--- src/hdl/sampler_payload_pkg.sv ---
// Constants and types shared by the sampler payload decoder files
package sampler_payload_pkg;

	// APB geometry
	localparam int          APB_AW      = 12;
	localparam int          APB_DW      = 32;

	// Register byte offsets
	localparam logic [11:0] OFS_CTRL    = 12'h000;
	localparam logic [11:0] OFS_SIZE0   = 12'h004;
	localparam logic [11:0] OFS_SIZE1   = 12'h008;
	localparam logic [11:0] OFS_STATUS  = 12'h00C;

	// Field positions
	localparam int          CTRL_CLASS_LSB = 0;
	localparam int          CTRL_SIMD_LSB  = 4;
	localparam int          CTRL_SURF_LSB  = 8;
	localparam int          CTRL_MEDIA_BIT = 12;
	localparam int          SIZE_LO_LSB    = 0;
	localparam int          SIZE_HI_LSB    = 16;
	localparam int          STAT_BUSY_BIT  = 0;
	localparam int          STAT_LEN_LSB   = 8;
	localparam int          STAT_ENT_LSB   = 16;

	// Reset values
	localparam logic [31:0] RST_CTRL    = 32'h0000_0000;
	localparam logic [31:0] RST_SIZE    = 32'h0001_0001;

	// Surface dimension width and payload geometry
	localparam int          SIZE_W      = 14;
	localparam int          DW_W        = 32;
	localparam int          REG_DWORDS  = 8;
	localparam int          REG_W       = DW_W * REG_DWORDS;

	// Numeric constants
	localparam logic [31:0] FLOAT_ONE   = 32'h3F80_0000;
	localparam logic [31:0] FI_U_MAX    = 32'h0000_0FFF;
	localparam logic [31:0] FI_V_MAX    = 32'h0000_07FE;

	// Block-sample dword positions (pixel shader and media layouts)
	localparam logic [2:0]  BLK_USTEP_PS  = 3'h0;
	localparam logic [2:0]  BLK_U2ND_PS   = 3'h1;
	localparam logic [2:0]  BLK_USTEP_MD  = 3'h1;
	localparam logic [2:0]  BLK_U2ND_MD   = 3'h0;
	localparam logic [2:0]  BLK_U0        = 3'h2;
	localparam logic [2:0]  BLK_VSTEP     = 3'h5;
	localparam logic [2:0]  BLK_V0        = 3'h6;

	typedef enum logic [2:0] {
		CL_FILTERED     = 3'b000,
		CL_LOD_QUERY    = 3'b001,
		CL_GATHER       = 3'b010,
		CL_TEXEL_FETCH  = 3'b011,
		CL_RESINFO      = 3'b100,
		CL_PACKED_BLOCK = 3'b101,
		CL_WIDE_BLOCK   = 3'b110,
		CL_FIELD_INTERP = 3'b111
	} msg_class_t;

	typedef enum logic [1:0] {
		SIMD16  = 2'b00,
		SIMD8   = 2'b01,
		SIMD4X2 = 2'b10,
		SIMD_BLOCK = 2'b11
	} simd_t;

	typedef enum logic [2:0] {
		ONE_DIM_SURFACE      = 3'b000,
		TWO_DIM_SURFACE      = 3'b001,
		THREE_DIM_SURFACE    = 3'b010,
		CUBE_SURFACE         = 3'b011,
		LINEAR_BUFFER_SURFACE = 3'b100
	} surf_t;

	typedef enum logic [1:0] {
		ST_COLLECT = 2'b00,
		ST_FETCH   = 2'b01,
		ST_LATCH   = 2'b10,
		ST_EMIT    = 2'b11
	} dec_state_t;

endpackage

--- src/hdl/sampler_payload_store.sv ---
// Message register store with one write port and a registered read port
`timescale 1ns/100ps
module sampler_payload_store #(
	parameter int WIDTH = 256,
	parameter int DEPTH = 16,
	parameter int AW    = 4
) (
	input  wire logic             i_mclk,
	input  wire logic             i_sys_rst,
	input  wire logic             i_we,
	input  wire logic [AW-1:0]    i_waddr,
	input  wire logic [WIDTH-1:0] i_wdata,
	input  wire logic [AW-1:0]    i_raddr,
	output logic      [WIDTH-1:0] o_rdata
);

	logic [WIDTH-1:0] mem [DEPTH];

	// Array left unreset; only the read register needs a defined value
	always_ff @(posedge i_mclk) begin
		if (i_we) begin
			mem[i_waddr] <= i_wdata;
		end
	end

	// Read data leaves through a register
	always_ff @(posedge i_mclk or posedge i_sys_rst) begin
		if (i_sys_rst) begin
			o_rdata <= '0;
		end else begin
			o_rdata <= mem[i_raddr];
		end
	end

endmodule // sampler_payload_store

--- src/hdl/sampler_input_payload_decoder.sv ---
// Sampler request payload decoder with APB configuration registers
//
// Local design decisions: register access over APB and the address map.
`timescale 1ns/100ps
//
// Operation
// Filtered, lod_query and gather requests treat parameters as 32-bit floats.
// Normalized coordinates span [0,1]; outside flagged for address control.
// Unnormalized float indices span [0,n-1] and are clamped to surface.
// Float coordinate slots assigned from u, v, r, index by surface type.
// texel_fetch parameters are signed integers assigned per surface type.
// texel_fetch coordinates outside zero to n-1 return zero.
// SIMD16 parameter uses two registers of eight 32-bit entities each.
// Requester keeps fixed positions; parameters past message length read zero.
// SIMD16 first register subspans 0-1, second 2-3, four dwords each.
// Dwords are float for filtered types, U32 for fetch and resinfo.
// SIMD8 carries eight pixels, one register per parameter.
// SIMD4x2 carries two samples, four parameters per register.
// Pixel shader block layout: step, derivative, U0, V step, V0.
// Media block layout swaps U step and U second derivative dwords.
// Block U0/V0 are floats, except field interpolation U32 ranges.
// Field interpolation ignores steps; derivative used only by wide block.
// Requester bounds step times surface size for block requests.
module sampler_input_payload_decoder #(
	parameter int MSG_REGS = 16
) (
	input  wire logic                                     i_mclk,
	input  wire logic                                     i_sys_rst,
	input  wire logic                                     i_psel,
	input  wire logic                                     i_penable,
	input  wire logic                                     i_pwrite,
	input  wire logic [sampler_payload_pkg::APB_AW-1:0]   i_paddr,
	input  wire logic [sampler_payload_pkg::APB_DW-1:0]   i_pwdata,
	output logic                                          o_pready,
	output logic                                          o_pslverr,
	output logic      [sampler_payload_pkg::APB_DW-1:0]   o_prdata,
	input  wire logic                                     i_msg_valid,
	input  wire logic                                     i_msg_last,
	input  wire logic [sampler_payload_pkg::REG_W-1:0]    i_msg_data,
	output logic                                          o_msg_ready,
	output logic                                          o_ent_valid,
	output logic      [4:0]                               o_ent_index,
	output logic      [31:0]                              o_coord_x,
	output logic      [31:0]                              o_coord_y,
	output logic      [31:0]                              o_coord_z,
	output logic      [31:0]                              o_coord_ai,
	output logic                                          o_coord_is_int,
	output logic      [2:0]                               o_norm_outside,
	output logic                                          o_zero_return,
	output logic      [31:0]                              o_u_step,
	output logic      [31:0]                              o_v_step,
	output logic      [31:0]                              o_u_second_derivative
);
	import sampler_payload_pkg::*;

	localparam int AW = $clog2(MSG_REGS);

	// Unsigned integer to float, exact for 16-bit inputs
	function automatic logic [31:0] u_to_float(input logic [15:0] v);
		logic [4:0]  msb;
		logic [38:0] sh;
		msb = 5'h00;
		for (int i = 0; i < 16; i++) begin
			if (v[i]) begin
				msb = 5'(i);
			end
		end
		sh = {23'h000000, v} << (5'd23 - msb);
		if (v == 16'h0000) begin
			return 32'h0000_0000;
		end
		return {1'b0, 8'(8'd127 + {3'h0, msb}), sh[22:0]};
	endfunction

	// Unnormalized float index clamped to [0,n-1]
	function automatic logic [31:0] clamp_index(input logic [31:0] f,
			input logic [SIZE_W-1:0] n);
		logic [31:0] fmax;
		fmax = u_to_float(16'({2'b00, n} - 16'h0001));
		if (n == '0 || f[31]) begin
			return 32'h0000_0000;
		end
		if (f[30:0] > fmax[30:0]) begin
			return fmax;
		end
		return f;
	endfunction

	// Normalized float outside [0,1]; wrap/mirror/clamp is downstream
	function automatic logic norm_out(input logic [31:0] f);
		return (f[31] && f[30:0] != 31'h0) || (f[30:0] > FLOAT_ONE[30:0]);
	endfunction

	// Signed integer outside [0,n-1]
	function automatic logic int_out(input logic [31:0] v,
			input logic [SIZE_W-1:0] n);
		return v[31] || (v >= {{(32-SIZE_W){1'b0}}, n});
	endfunction

	// Register and dword holding parameter p of entity e
	function automatic logic [7:0] param_loc(input simd_t s,
			input logic [4:0] e, input logic [1:0] p);
		case (s)
			SIMD16:  return {5'({p, 1'b0}) + 5'(e[3]), e[2:0]};
			SIMD8:   return {5'(p), e[2:0]};
			SIMD4X2: return {5'h00, e[0], p};
			default: return 8'h00;
		endcase
	endfunction

	function automatic logic [4:0] ent_count(input simd_t s);
		case (s)
			SIMD16:  return 5'd16;
			SIMD8:   return 5'd8;
			SIMD4X2: return 5'd2;
			default: return 5'd1;
		endcase
	endfunction

	// Configuration and APB state
	logic [31:0] ctrl, size0, size1, next_ctrl, next_size0, next_size1;
	logic        next_pready, next_pslverr;
	logic [31:0] next_prdata;

	// Decoder state
	dec_state_t        state, next_state;
	logic [AW:0]       msg_len, next_msg_len;
	logic [4:0]        ent, next_ent;
	logic [1:0]        pidx, next_pidx;
	logic [2:0]        dsel, next_dsel;
	logic              miss, next_miss;
	logic [31:0]       prm [4];
	logic [31:0]       next_prm [4];
	logic [31:0]       blk_v0, next_blk_v0;
	logic [REG_W-1:0]  rdata;
	logic [AW-1:0]     raddr;
	logic [7:0]        loc;
	logic              wr_en;

	msg_class_t        cls;
	simd_t             simd;
	surf_t             surf;
	logic [SIZE_W-1:0] s_w, s_h, s_d, s_a;

	assign cls  = msg_class_t'(ctrl[CTRL_CLASS_LSB +: 3]);
	assign simd = simd_t'(ctrl[CTRL_SIMD_LSB +: 2]);
	assign surf = surf_t'(ctrl[CTRL_SURF_LSB +: 3]);
	assign s_w  = size0[SIZE_LO_LSB +: SIZE_W];
	assign s_h  = size0[SIZE_HI_LSB +: SIZE_W];
	assign s_d  = size1[SIZE_LO_LSB +: SIZE_W];
	assign s_a  = size1[SIZE_HI_LSB +: SIZE_W];

	// One-wait-state APB slave; pready comes one cycle into the access phase
	always_comb begin
		next_ctrl    = ctrl;
		next_size0   = size0;
		next_size1   = size1;
		next_pready  = 1'b0;
		next_pslverr = 1'b0;
		next_prdata  = 32'h0000_0000;
		if (i_psel && i_penable && !o_pready) begin
			next_pready = 1'b1;
			case (i_paddr)
				OFS_CTRL:   next_prdata = ctrl;
				OFS_SIZE0:  next_prdata = size0;
				OFS_SIZE1:  next_prdata = size1;
				OFS_STATUS: begin
					next_prdata[STAT_BUSY_BIT] = (state != ST_COLLECT);
					next_prdata[STAT_LEN_LSB +: AW+1] = msg_len;
					next_prdata[STAT_ENT_LSB +: 5] = ent;
				end
				default:    next_pslverr = 1'b1;
			endcase
		end
		// Writes land on the completing edge only
		if (i_psel && i_penable && o_pready && i_pwrite) begin
			case (i_paddr)
				OFS_CTRL:  next_ctrl  = {19'h0, i_pwdata[12:0]};
				OFS_SIZE0: next_size0 = i_pwdata;
				OFS_SIZE1: next_size1 = i_pwdata;
				default:   next_ctrl  = ctrl;
			endcase
		end
	end

	always_ff @(posedge i_mclk or posedge i_sys_rst) begin
		if (i_sys_rst) begin
			ctrl      <= RST_CTRL;
			size0     <= RST_SIZE;
			size1     <= RST_SIZE;
			o_pready  <= 1'b0;
			o_pslverr <= 1'b0;
			o_prdata  <= 32'h0000_0000;
		end else begin
			ctrl      <= next_ctrl;
			size0     <= next_size0;
			size1     <= next_size1;
			o_pready  <= next_pready;
			o_pslverr <= next_pslverr;
			o_prdata  <= next_prdata;
		end
	end

	// Registers beyond the store depth are dropped, not wrapped
	assign wr_en = i_msg_valid && o_msg_ready && (msg_len < (AW+1)'(MSG_REGS));
	assign loc   = param_loc(simd, ent, pidx);
	assign raddr = (state == ST_COLLECT) ? '0 : AW'(loc[7:3]);

	sampler_payload_store #(
		.WIDTH (REG_W),
		.DEPTH (MSG_REGS),
		.AW    (AW)
	) u_store (
		.i_mclk    (i_mclk),
		.i_sys_rst (i_sys_rst),
		.i_we      (wr_en),
		.i_waddr   (AW'(msg_len)),
		.i_wdata   (i_msg_data),
		.i_raddr   (raddr),
		.o_rdata   (rdata)
	);

	// Collect, then for each entity walk its parameters and emit it
	always_comb begin
		logic       media;
		logic       fi;
		next_state   = state;
		next_msg_len = msg_len;
		next_ent     = ent;
		next_pidx    = pidx;
		next_dsel    = dsel;
		next_miss    = miss;
		next_prm     = prm;
		next_blk_v0  = blk_v0;
		media        = ctrl[CTRL_MEDIA_BIT];
		fi           = (cls == CL_FIELD_INTERP);
		case (state)
			ST_COLLECT: begin
				if (wr_en) begin
					next_msg_len = msg_len + 1'b1;
				end
				if (i_msg_valid && i_msg_last) begin
					next_state = ST_FETCH;
					next_ent   = 5'h00;
					next_pidx  = 2'h0;
				end
			end
			ST_FETCH: begin
				next_dsel  = loc[2:0];
				next_miss  = ({1'b0, loc[7:3]} >= 6'(msg_len));
				next_state = ST_LATCH;
			end
			ST_LATCH: begin
				if (simd == SIMD_BLOCK) begin
					// Step and derivative dwords swap in the media layout
					next_prm[0] = rdata[32*(media ? BLK_USTEP_MD
						: BLK_USTEP_PS) +: 32];
					next_prm[1] = rdata[32*(media ? BLK_U2ND_MD
						: BLK_U2ND_PS) +: 32];
					next_prm[2] = rdata[32*BLK_U0 +: 32];
					next_prm[3] = rdata[32*BLK_VSTEP +: 32];
					next_blk_v0 = rdata[32*BLK_V0 +: 32];
					if (miss) begin
						next_prm[0] = 32'h0000_0000;
						next_prm[1] = 32'h0000_0000;
						next_prm[2] = 32'h0000_0000;
						next_prm[3] = 32'h0000_0000;
						next_blk_v0 = 32'h0000_0000;
					end
					next_state = ST_EMIT;
				end else begin
					next_prm[pidx] = miss ? 32'h0000_0000
						: rdata[32*dsel +: 32];
					next_pidx  = pidx + 2'h1;
					next_state = (pidx == 2'h3) ? ST_EMIT : ST_FETCH;
				end
			end
			ST_EMIT: begin
				next_pidx = 2'h0;
				if (ent + 5'h01 >= ent_count(simd)) begin
					next_state   = ST_COLLECT;
					next_msg_len = '0;
				end else begin
					next_ent   = ent + 5'h01;
					next_state = ST_FETCH;
				end
			end
			default: next_state = ST_COLLECT;
		endcase
	end

	// Coordinate decode of the gathered parameters
	logic [31:0] dx, dy, dz, dai, dus, dvs, du2;
	logic        dint, dzero;
	logic [2:0]  dnorm;
	always_comb begin
		dx = prm[0];
		dy = 32'h0000_0000;
		dz = 32'h0000_0000;
		dai = 32'h0000_0000;
		dus = 32'h0000_0000;
		dvs = 32'h0000_0000;
		du2 = 32'h0000_0000;
		dint = (cls == CL_TEXEL_FETCH) || (cls == CL_RESINFO);
		dzero = 1'b0;
		dnorm = 3'h0;
		case (cls)
			CL_TEXEL_FETCH: begin
				case (surf)
					ONE_DIM_SURFACE: begin
						dai   = prm[1];
						dzero = int_out(prm[0], s_w)
							|| int_out(prm[1], s_a);
					end
					THREE_DIM_SURFACE: begin
						dy    = prm[1];
						dz    = prm[2];
						dzero = int_out(prm[0], s_w) || int_out(prm[1], s_h)
							|| int_out(prm[2], s_d);
					end
					LINEAR_BUFFER_SURFACE: begin
						dzero = int_out(prm[0], s_w);
					end
					default: begin
						dy    = prm[1];
						dai   = prm[2];
						dzero = int_out(prm[0], s_w) || int_out(prm[1], s_h)
							|| int_out(prm[2], s_a);
					end
				endcase
				if (dzero) begin
					dx  = 32'h0000_0000;
					dy  = 32'h0000_0000;
					dz  = 32'h0000_0000;
					dai = 32'h0000_0000;
				end
			end
			CL_RESINFO: begin
				dy  = prm[1];
				dz  = prm[2];
				dai = prm[3];
			end
			CL_PACKED_BLOCK, CL_WIDE_BLOCK, CL_FIELD_INTERP: begin
				dx  = prm[2];
				dy  = blk_v0;
				// Step bounds are the requester's duty, not checked
				dus = prm[0];
				dvs = prm[3];
				if (cls == CL_WIDE_BLOCK) begin
					du2 = prm[1];
				end
				if (cls == CL_FIELD_INTERP) begin
					dint = 1'b1;
					dus  = 32'h0000_0000;
					dvs  = 32'h0000_0000;
					dx   = (prm[2] > FI_U_MAX) ? FI_U_MAX : prm[2];
					dy   = (blk_v0 > FI_V_MAX) ? FI_V_MAX : blk_v0;
				end
			end
			default: begin
				// Float requests; parameter 0 is always normalized x
				dnorm[0] = norm_out(prm[0]);
				case (surf)
					ONE_DIM_SURFACE: dai = clamp_index(prm[1], s_a);
					TWO_DIM_SURFACE: begin
						dy       = prm[1];
						dai      = clamp_index(prm[2], s_a);
						dnorm[1] = norm_out(prm[1]);
					end
					THREE_DIM_SURFACE, CUBE_SURFACE: begin
						dy       = prm[1];
						dz       = prm[2];
						dnorm[1] = norm_out(prm[1]);
						dnorm[2] = norm_out(prm[2]);
						if (surf == CUBE_SURFACE) begin
							dai = clamp_index(prm[3], s_a);
						end
					end
					default: dy = 32'h0000_0000;
				endcase
			end
		endcase
	end

	// State and output registers
	always_ff @(posedge i_mclk or posedge i_sys_rst) begin
		if (i_sys_rst) begin
			state <= ST_COLLECT;
			msg_len <= '0;
			ent <= 5'h00;
			pidx <= 2'h0;
			dsel <= 3'h0;
			miss <= 1'b0;
			prm <= '{default: 32'h0000_0000};
			blk_v0 <= 32'h0000_0000;
			o_msg_ready <= 1'b0;
			o_ent_valid <= 1'b0;
			o_ent_index <= 5'h00;
			o_coord_x <= 32'h0000_0000;
			o_coord_y <= 32'h0000_0000;
			o_coord_z <= 32'h0000_0000;
			o_coord_ai <= 32'h0000_0000;
			o_coord_is_int <= 1'b0;
			o_norm_outside <= 3'h0;
			o_zero_return <= 1'b0;
			o_u_step <= 32'h0000_0000;
			o_v_step <= 32'h0000_0000;
			o_u_second_derivative <= 32'h0000_0000;
		end else begin
			state <= next_state;
			msg_len <= next_msg_len;
			ent <= next_ent;
			pidx <= next_pidx;
			dsel <= next_dsel;
			miss <= next_miss;
			prm <= next_prm;
			blk_v0 <= next_blk_v0;
			o_msg_ready <= (next_state == ST_COLLECT);
			o_ent_valid <= (state == ST_EMIT);
			if (state == ST_EMIT) begin
				o_ent_index <= ent;
				o_coord_x <= dx;
				o_coord_y <= dy;
				o_coord_z <= dz;
				o_coord_ai <= dai;
				o_coord_is_int <= dint;
				o_norm_outside <= dnorm;
				o_zero_return <= dzero;
				o_u_step <= dus;
				o_v_step <= dvs;
				o_u_second_derivative <= du2;
			end
		end
	end

endmodule // sampler_input_payload_decoder

--- config.mk ---
export PLATFORM = sky130hd
export DESIGN_NAME = sampler_input_payload_decoder
export DESIGN_NICKNAME = d
export VERILOG_FILES = /design/src/hdl/sampler_payload_pkg.sv /design/src/hdl/sampler_payload_store.sv /design/src/hdl/sampler_input_payload_decoder.sv
export SDC_FILE = /design/constraint.sdc
export NUM_CORES = 2
export LEC_CHECK = 0
export ABC_AREA = 1
export BUFFER_PORTS_ARGS = -buffer_cell sky130_fd_sc_hd__buf_2
export CORE_ASPECT_RATIO = 1.25
export CORE_UTILIZATION = 48
export DETAILED_ROUTE_END_ITERATION = 8
export PLACE_DENSITY = 0.61
export REMOVE_ABC_BUFFERS = 1
export SYNTH_ARGS = -nofsm -noshare
export SYNTH_HDL_FRONTEND = slang
export SYNTH_SLANG_ARGS = --single-unit
export TNS_END_PERCENT = 30
--- constraint.sdc ---
create_clock -name i_mclk -period 36.2 [get_ports i_mclk]
set_input_delay 5.43 -clock i_mclk [delete_from_list [all_inputs] [get_ports i_mclk]]
set_output_delay 5.43 -clock i_mclk [all_outputs]
set_load 0.01 [all_outputs]
# Yosys cells after proc, flatten, opt, wreduce, memory -nomap -nowiden
# Memories as Yosys holds them, arrays and structs flattened. A register that Yosys moved wholly into a read port is not among the register bits.
# Index checks and enable logic that the tools add are counted.
# classes
add_sub_neg,11
n_lt_le_gt_ge,18
n_eq_ne,24
shift,6
n_mux,148
bitwise_logic,1
reduce_logical,55
# ops
operator,n
32-bit two-way mux,46
256-bit by 7-bit indexed part select with 32-bit output,2
32-bit case mux with 3 select lines,4
128-bit two-way mux,2
256-bit by 9-bit indexed part select with 32-bit output,1
32-bit by 14-bit greater-or-equal comparator with 1-bit output,5
5-bit two-way mux,26
128-bit bitwise mux,1
32-bit case mux with 2 select lines,2
31-bit by 30-bit greater-than comparator with 1-bit output (second input constant),3
31-bit greater-than comparator,3
31-bit nonzero test,3
16-bit by 5-bit << shifter with 23-bit output,3
32-bit demux with 2-bit select,1
1-bit two-way mux,46
7-bit case mux with 3 select lines,2
32-bit by 11-bit greater-than comparator with 1-bit output (second input constant),1
32-bit by 12-bit greater-than comparator with 1-bit output (second input constant),1
5-bit case mux with 3 select lines,2
7-bit by 5-bit adder with 8-bit output (first input constant),3
12-bit by 4-bit == test with 1-bit output (second input constant),2
11-bit case mux with 2 select lines,1
5-bit case mux with 2 select lines,2
5-bit case mux with 4 select lines,1
42 further kinds,100
# totals
reg_bits,525
mem_bits_rw,4096
output_inout_bits,270
wordCells,294
n_memories,1
# memory_table
name,depth,word_bits,read_ports,rd_clocked_by_memory_dff,write_ports,line,text
u_store.mem,16,256,1,1,1,sampler_payload_store.sv:17,logic [WIDTH-1:0] mem [DEPTH];

# Logic depth before layout (Yosys ltp)
# depth
word_depth,36
depth_mapped,39
depth_no_buf,37

# Cells and area by module
# From an unflattened synthesis, not the netlist that was laid out.
# hier_totals
cells_unflattened,19667
area_unflattened_um2,207664.2
# modules_own_cells
module,n_inst,cells_each,area_per_inst_um2,seq_area_each_um2
sampler_payload_store,1,15240,174626.2,129404.1
sampler_input_payload_decoder,1,4427,33037.9,13142.6

# Worst setup path after synthesis
# No wires, ideal clock.
# synth_timing
path_type,input to register
startpoint,in i_msg_valid
endpoint,mem u_store.mem[0][0] (enable)
setup_time_ns,1.187
arrival_ns,22.918
t_required_ns,35.013
setup_slack_ns,12.095
cell_stages,2
n_path_buf,0
cell_sequence,nand3_1 > nor3_1
# synth_via
elab_chain_cells,4
# synth_rtl
item,line,text
"start, declared",sampler_input_payload_decoder.sv:37,"input wire logic i_msg_valid,"
1-bit logical AND (2 in a row),sampler_input_payload_decoder.sv:205,assign wr_en = i_msg_valid && o_msg_ready && (msg_len < (AW+1)'(MSG_REGS));
1-bit two-way mux,sampler_payload_store.sv:21,if (i_we) begin
1-bit two-way mux (not written as such),sampler_payload_store.sv:22,mem[i_waddr] <= i_wdata;
"end, declared",sampler_payload_store.sv:17,
# No other way between the ends.

# Worst setup path after layout
# layout_timing
startpoint,in i_msg_valid
endpoint,mem u_store.mem[6][115] (enable)
# Same word-level chain as after synthesis.

==> metrics.txt <==
largest net degree at the start of global routing 185; DRC 0; Synth Cell Area 0.118 mm^2; cts bufs inserted 291; core area 0.243 mm^2; first-pass GRT wire length 574 mm; initial antenna violation count between 100 and 150; most frequent cells in the layout 2048 x edfxtp_1, 1470 x nor2_1, 888 x nand2_1; die width 445 um; Worst Hold Class reg -> reg; total design power slightly below 0.01 W; setup bufs post-CTS 0; Synth Register Bits approximately 2800; met3 wire length roughly 38 mm; routability congestion estimate 0.978; via count ~85000; area post-placement 0.124 mm^2; fin crit share 0.229; Longest Clk Path Bufs 4; Switch Pwr 0.00352 W; minimum clock period around 8.3 ns; DR top layer met5; clock sinks 2829; Initial Utilization 0.484; part of the power in registers 0.448; Die Y 555 um; Worst VDD drop around 76 uV; DP Wirelength between 200 and 300 mm; RSZ-0062 raised after global routing no; Pwr Density 73.8 mW/mm^2; FMAX 120 MHz; switching share of power 0.358; DIE AREA 0.247 mm^2; Internal 0.00630 W; Netlist cell types between 60 and 70; status complete, no violations; Clk pin slew, worst setup/hold paths 0.06 ns; Clk pwr share 0.298; Slew Viols, Final 0; Site Rows 202; hold buffer count at CTS 0; detailed router's first-iteration violation count approximately 10000; clk_lat worst skew approximately 0.9 ns; final cell count without fillers between 10000 and 15000; Rel. slew slack 0.132; Post-synth EDFFs 2048; # placed instances 13215; LEAKAGE 49.6 nW; port bufs roughly 580; post-CTS resize count 0; Gate power share 0.255; final setup fails 0; Post-Syn Instances 9841; register area share after synthesis 0.689; Final Cell Area 0.133 mm^2; met2 wire length between 150 and 200 mm; CP endpoint kind flip-flop; share of cells above drive strength 1 0.143; Max-Cap Viols 0; H-Tree Depth 5; Fin Setup TNS 0 ns; fill count 20433; final core occ 0.548; ys async rst share 0.276; NumNets Final 10738; number of global-route vias before repair 79829; iteration count of the initial detailed-routing pass 6; Remaining Overflow, GRT 0; Total Wirelength 404 mm; Setup CP Type in -> reg; Post-synth top flop edfxtp_1; CTS tree yes; worst-margin pin slew roughly 1.3 ns; Fin. Hold Viols 0; clk_skew 0.0486 ns; ANT nets after route 0; Syn Area/Cell around 12 um^2; # IOs 577; critical path startpoint category input pin; worst-path maximum fanout 112; GRT Total Usage 0.320; WP data arrival between 8 and 9 ns; worst endpoint required time 36.69 ns; WL met1 158 mm; clock root cell clkbuf_16; post-DR vias/cell 6.14; most common cell after layout, fill and taps aside edfxtp_1; Warnings, synthesis 0; Area Growth Syn to Fin 13.2%; drt wl/cell 29.3 um
-- registers in the layout, indices dropped and copies added, names as in the netlist, 5 cells and up --
name,flops
blk_v0,32
ctrl,13
ent,5
msg_len,5
o_coord_ai,32
o_coord_x,32
o_coord_y,32
o_coord_z,32
o_ent_index,5
o_prdata,32
o_u_second_derivative,32
o_u_step,32
o_v_step,32
prm,128
size0,32
size1,32
u_store.mem,2048
u_store.o_rdata,256
-- layer usage --
| layer | global-route usage | up-vias |
|---|---|---|
| met1 | 0.424 | 42535 |
| met4 | 0.187 | 62 |
| met3 | 0.0714 | 985 |
| met2 | 0.486 | 4246 |
| li1 | - | 36849 |
| met5 | 0 | - |
-- critical path, cell delays in order --
cell and delay, ns:
buf_2 0.12, nand3_1 0.41, nor3_2 0.33, buf_12 0.56, buf_4 0.82, buf_4 0.76
-- cell usage after synthesis, types with 33 or more instances --
library cell     n  area [um^2]
nor3_1          36          180
nand2_1        891         3340
or2_2          263         1650
ha_1           187         2340
a21oi_1        284         1420
edfxtp_1      2048        61500
clkbuf_1       602         2260
a32o_1          56          561
dfrtp_1        777        19400
o21ai_0        856         4280
nor2_1        1482         5560
o21bai_1       265         1990
o22ai_1         38          238
a31oi_1        411         2570
o221ai_1        45          394
nand3_1        323         1620
buf_1           33          124
a22oi_1         37          278
inv_1          372         1400
o211ai_1       349         2620
o32ai_1        259         2270
-- stage by stage --
stage	hold WS, ns	setup slack, ns
floorplan	0.453	-57.52
global placement	0.460	27.04
detailed placement	0.462	27.01
CTS	0.479	27.93
global route	0.496	27.60
finish	0.476	27.90
-- cell families (layout without fill, tap and decap cells) --
| logic type | after synthesis | after routing | synth area share |
|---|---|---|---|
| fa+ha+maj | 187 | 187 | 0.0199 |
| xor+xnor | 9 | 9 | 0.000734 |
| simple gates | 3084 | 3084 | 0.110 |
| compound gates | 2675 | 2675 | 0.146 |
| flops | 2829 | 2829 | 0.689 |
| buf+inv | 1055 | 1667 | 0.0340 |
| other cells | 2 | 78 | 0.0000638 |
-- final cells by class --
type	instances	area, um^2	share of cell area
diodes	54	135	0.00102
clock buffers	373	7860	0.0590
clock inverters	151	1200	0.00900
inverters	398	1530	0.0115
multi-input cells	5979	32900	0.247
flip-flops and latches	2829	81100	0.609
well taps	3264	4080	0.0307
repair buffers	745	4330	0.0325
-- final timing paths --
kind,depth (start not counted),from,slack [ns],to
max in group asynchronous,5,i_sys_rst,28.29,u_store.o_rdata[26]$_DFF_PP0_
worst max register to register,31,size1[16]$_DFFE_PP1P_,29.03,o_coord_ai[11]$_DFFE_PP0P_
worst min-delay path,2,o_zero_return$_DFFE_PP0P_,0.48,o_zero_return$_DFFE_PP0P_
worst min register to register,2,o_zero_return$_DFFE_PP0P_,0.48,o_zero_return$_DFFE_PP0P_
min in group asynchronous,2,i_sys_rst,4.65,u_store.o_rdata[224]$_DFF_PP0_
worst max-delay path,6,i_msg_valid,27.90,u_store.mem[6][115]$_DFFE_PP_
-- power by group through the flow --
stage | logic [W] | clock network, W | registers [W]
after global routing | 0.00271 | 0.00307 | 0.00439
final | 0.00250 | 0.00292 | 0.00440
after CTS | 0.00248 | 0.00296 | 0.00436
after detailed placement | 0.00246 | 0 | 0.00442
after floorplan | 0.00155 | 0 | 0.00432
after global placement | 0.00242 | 0 | 0.00442
No activity file was read; power rests on OpenSTA's default activity.
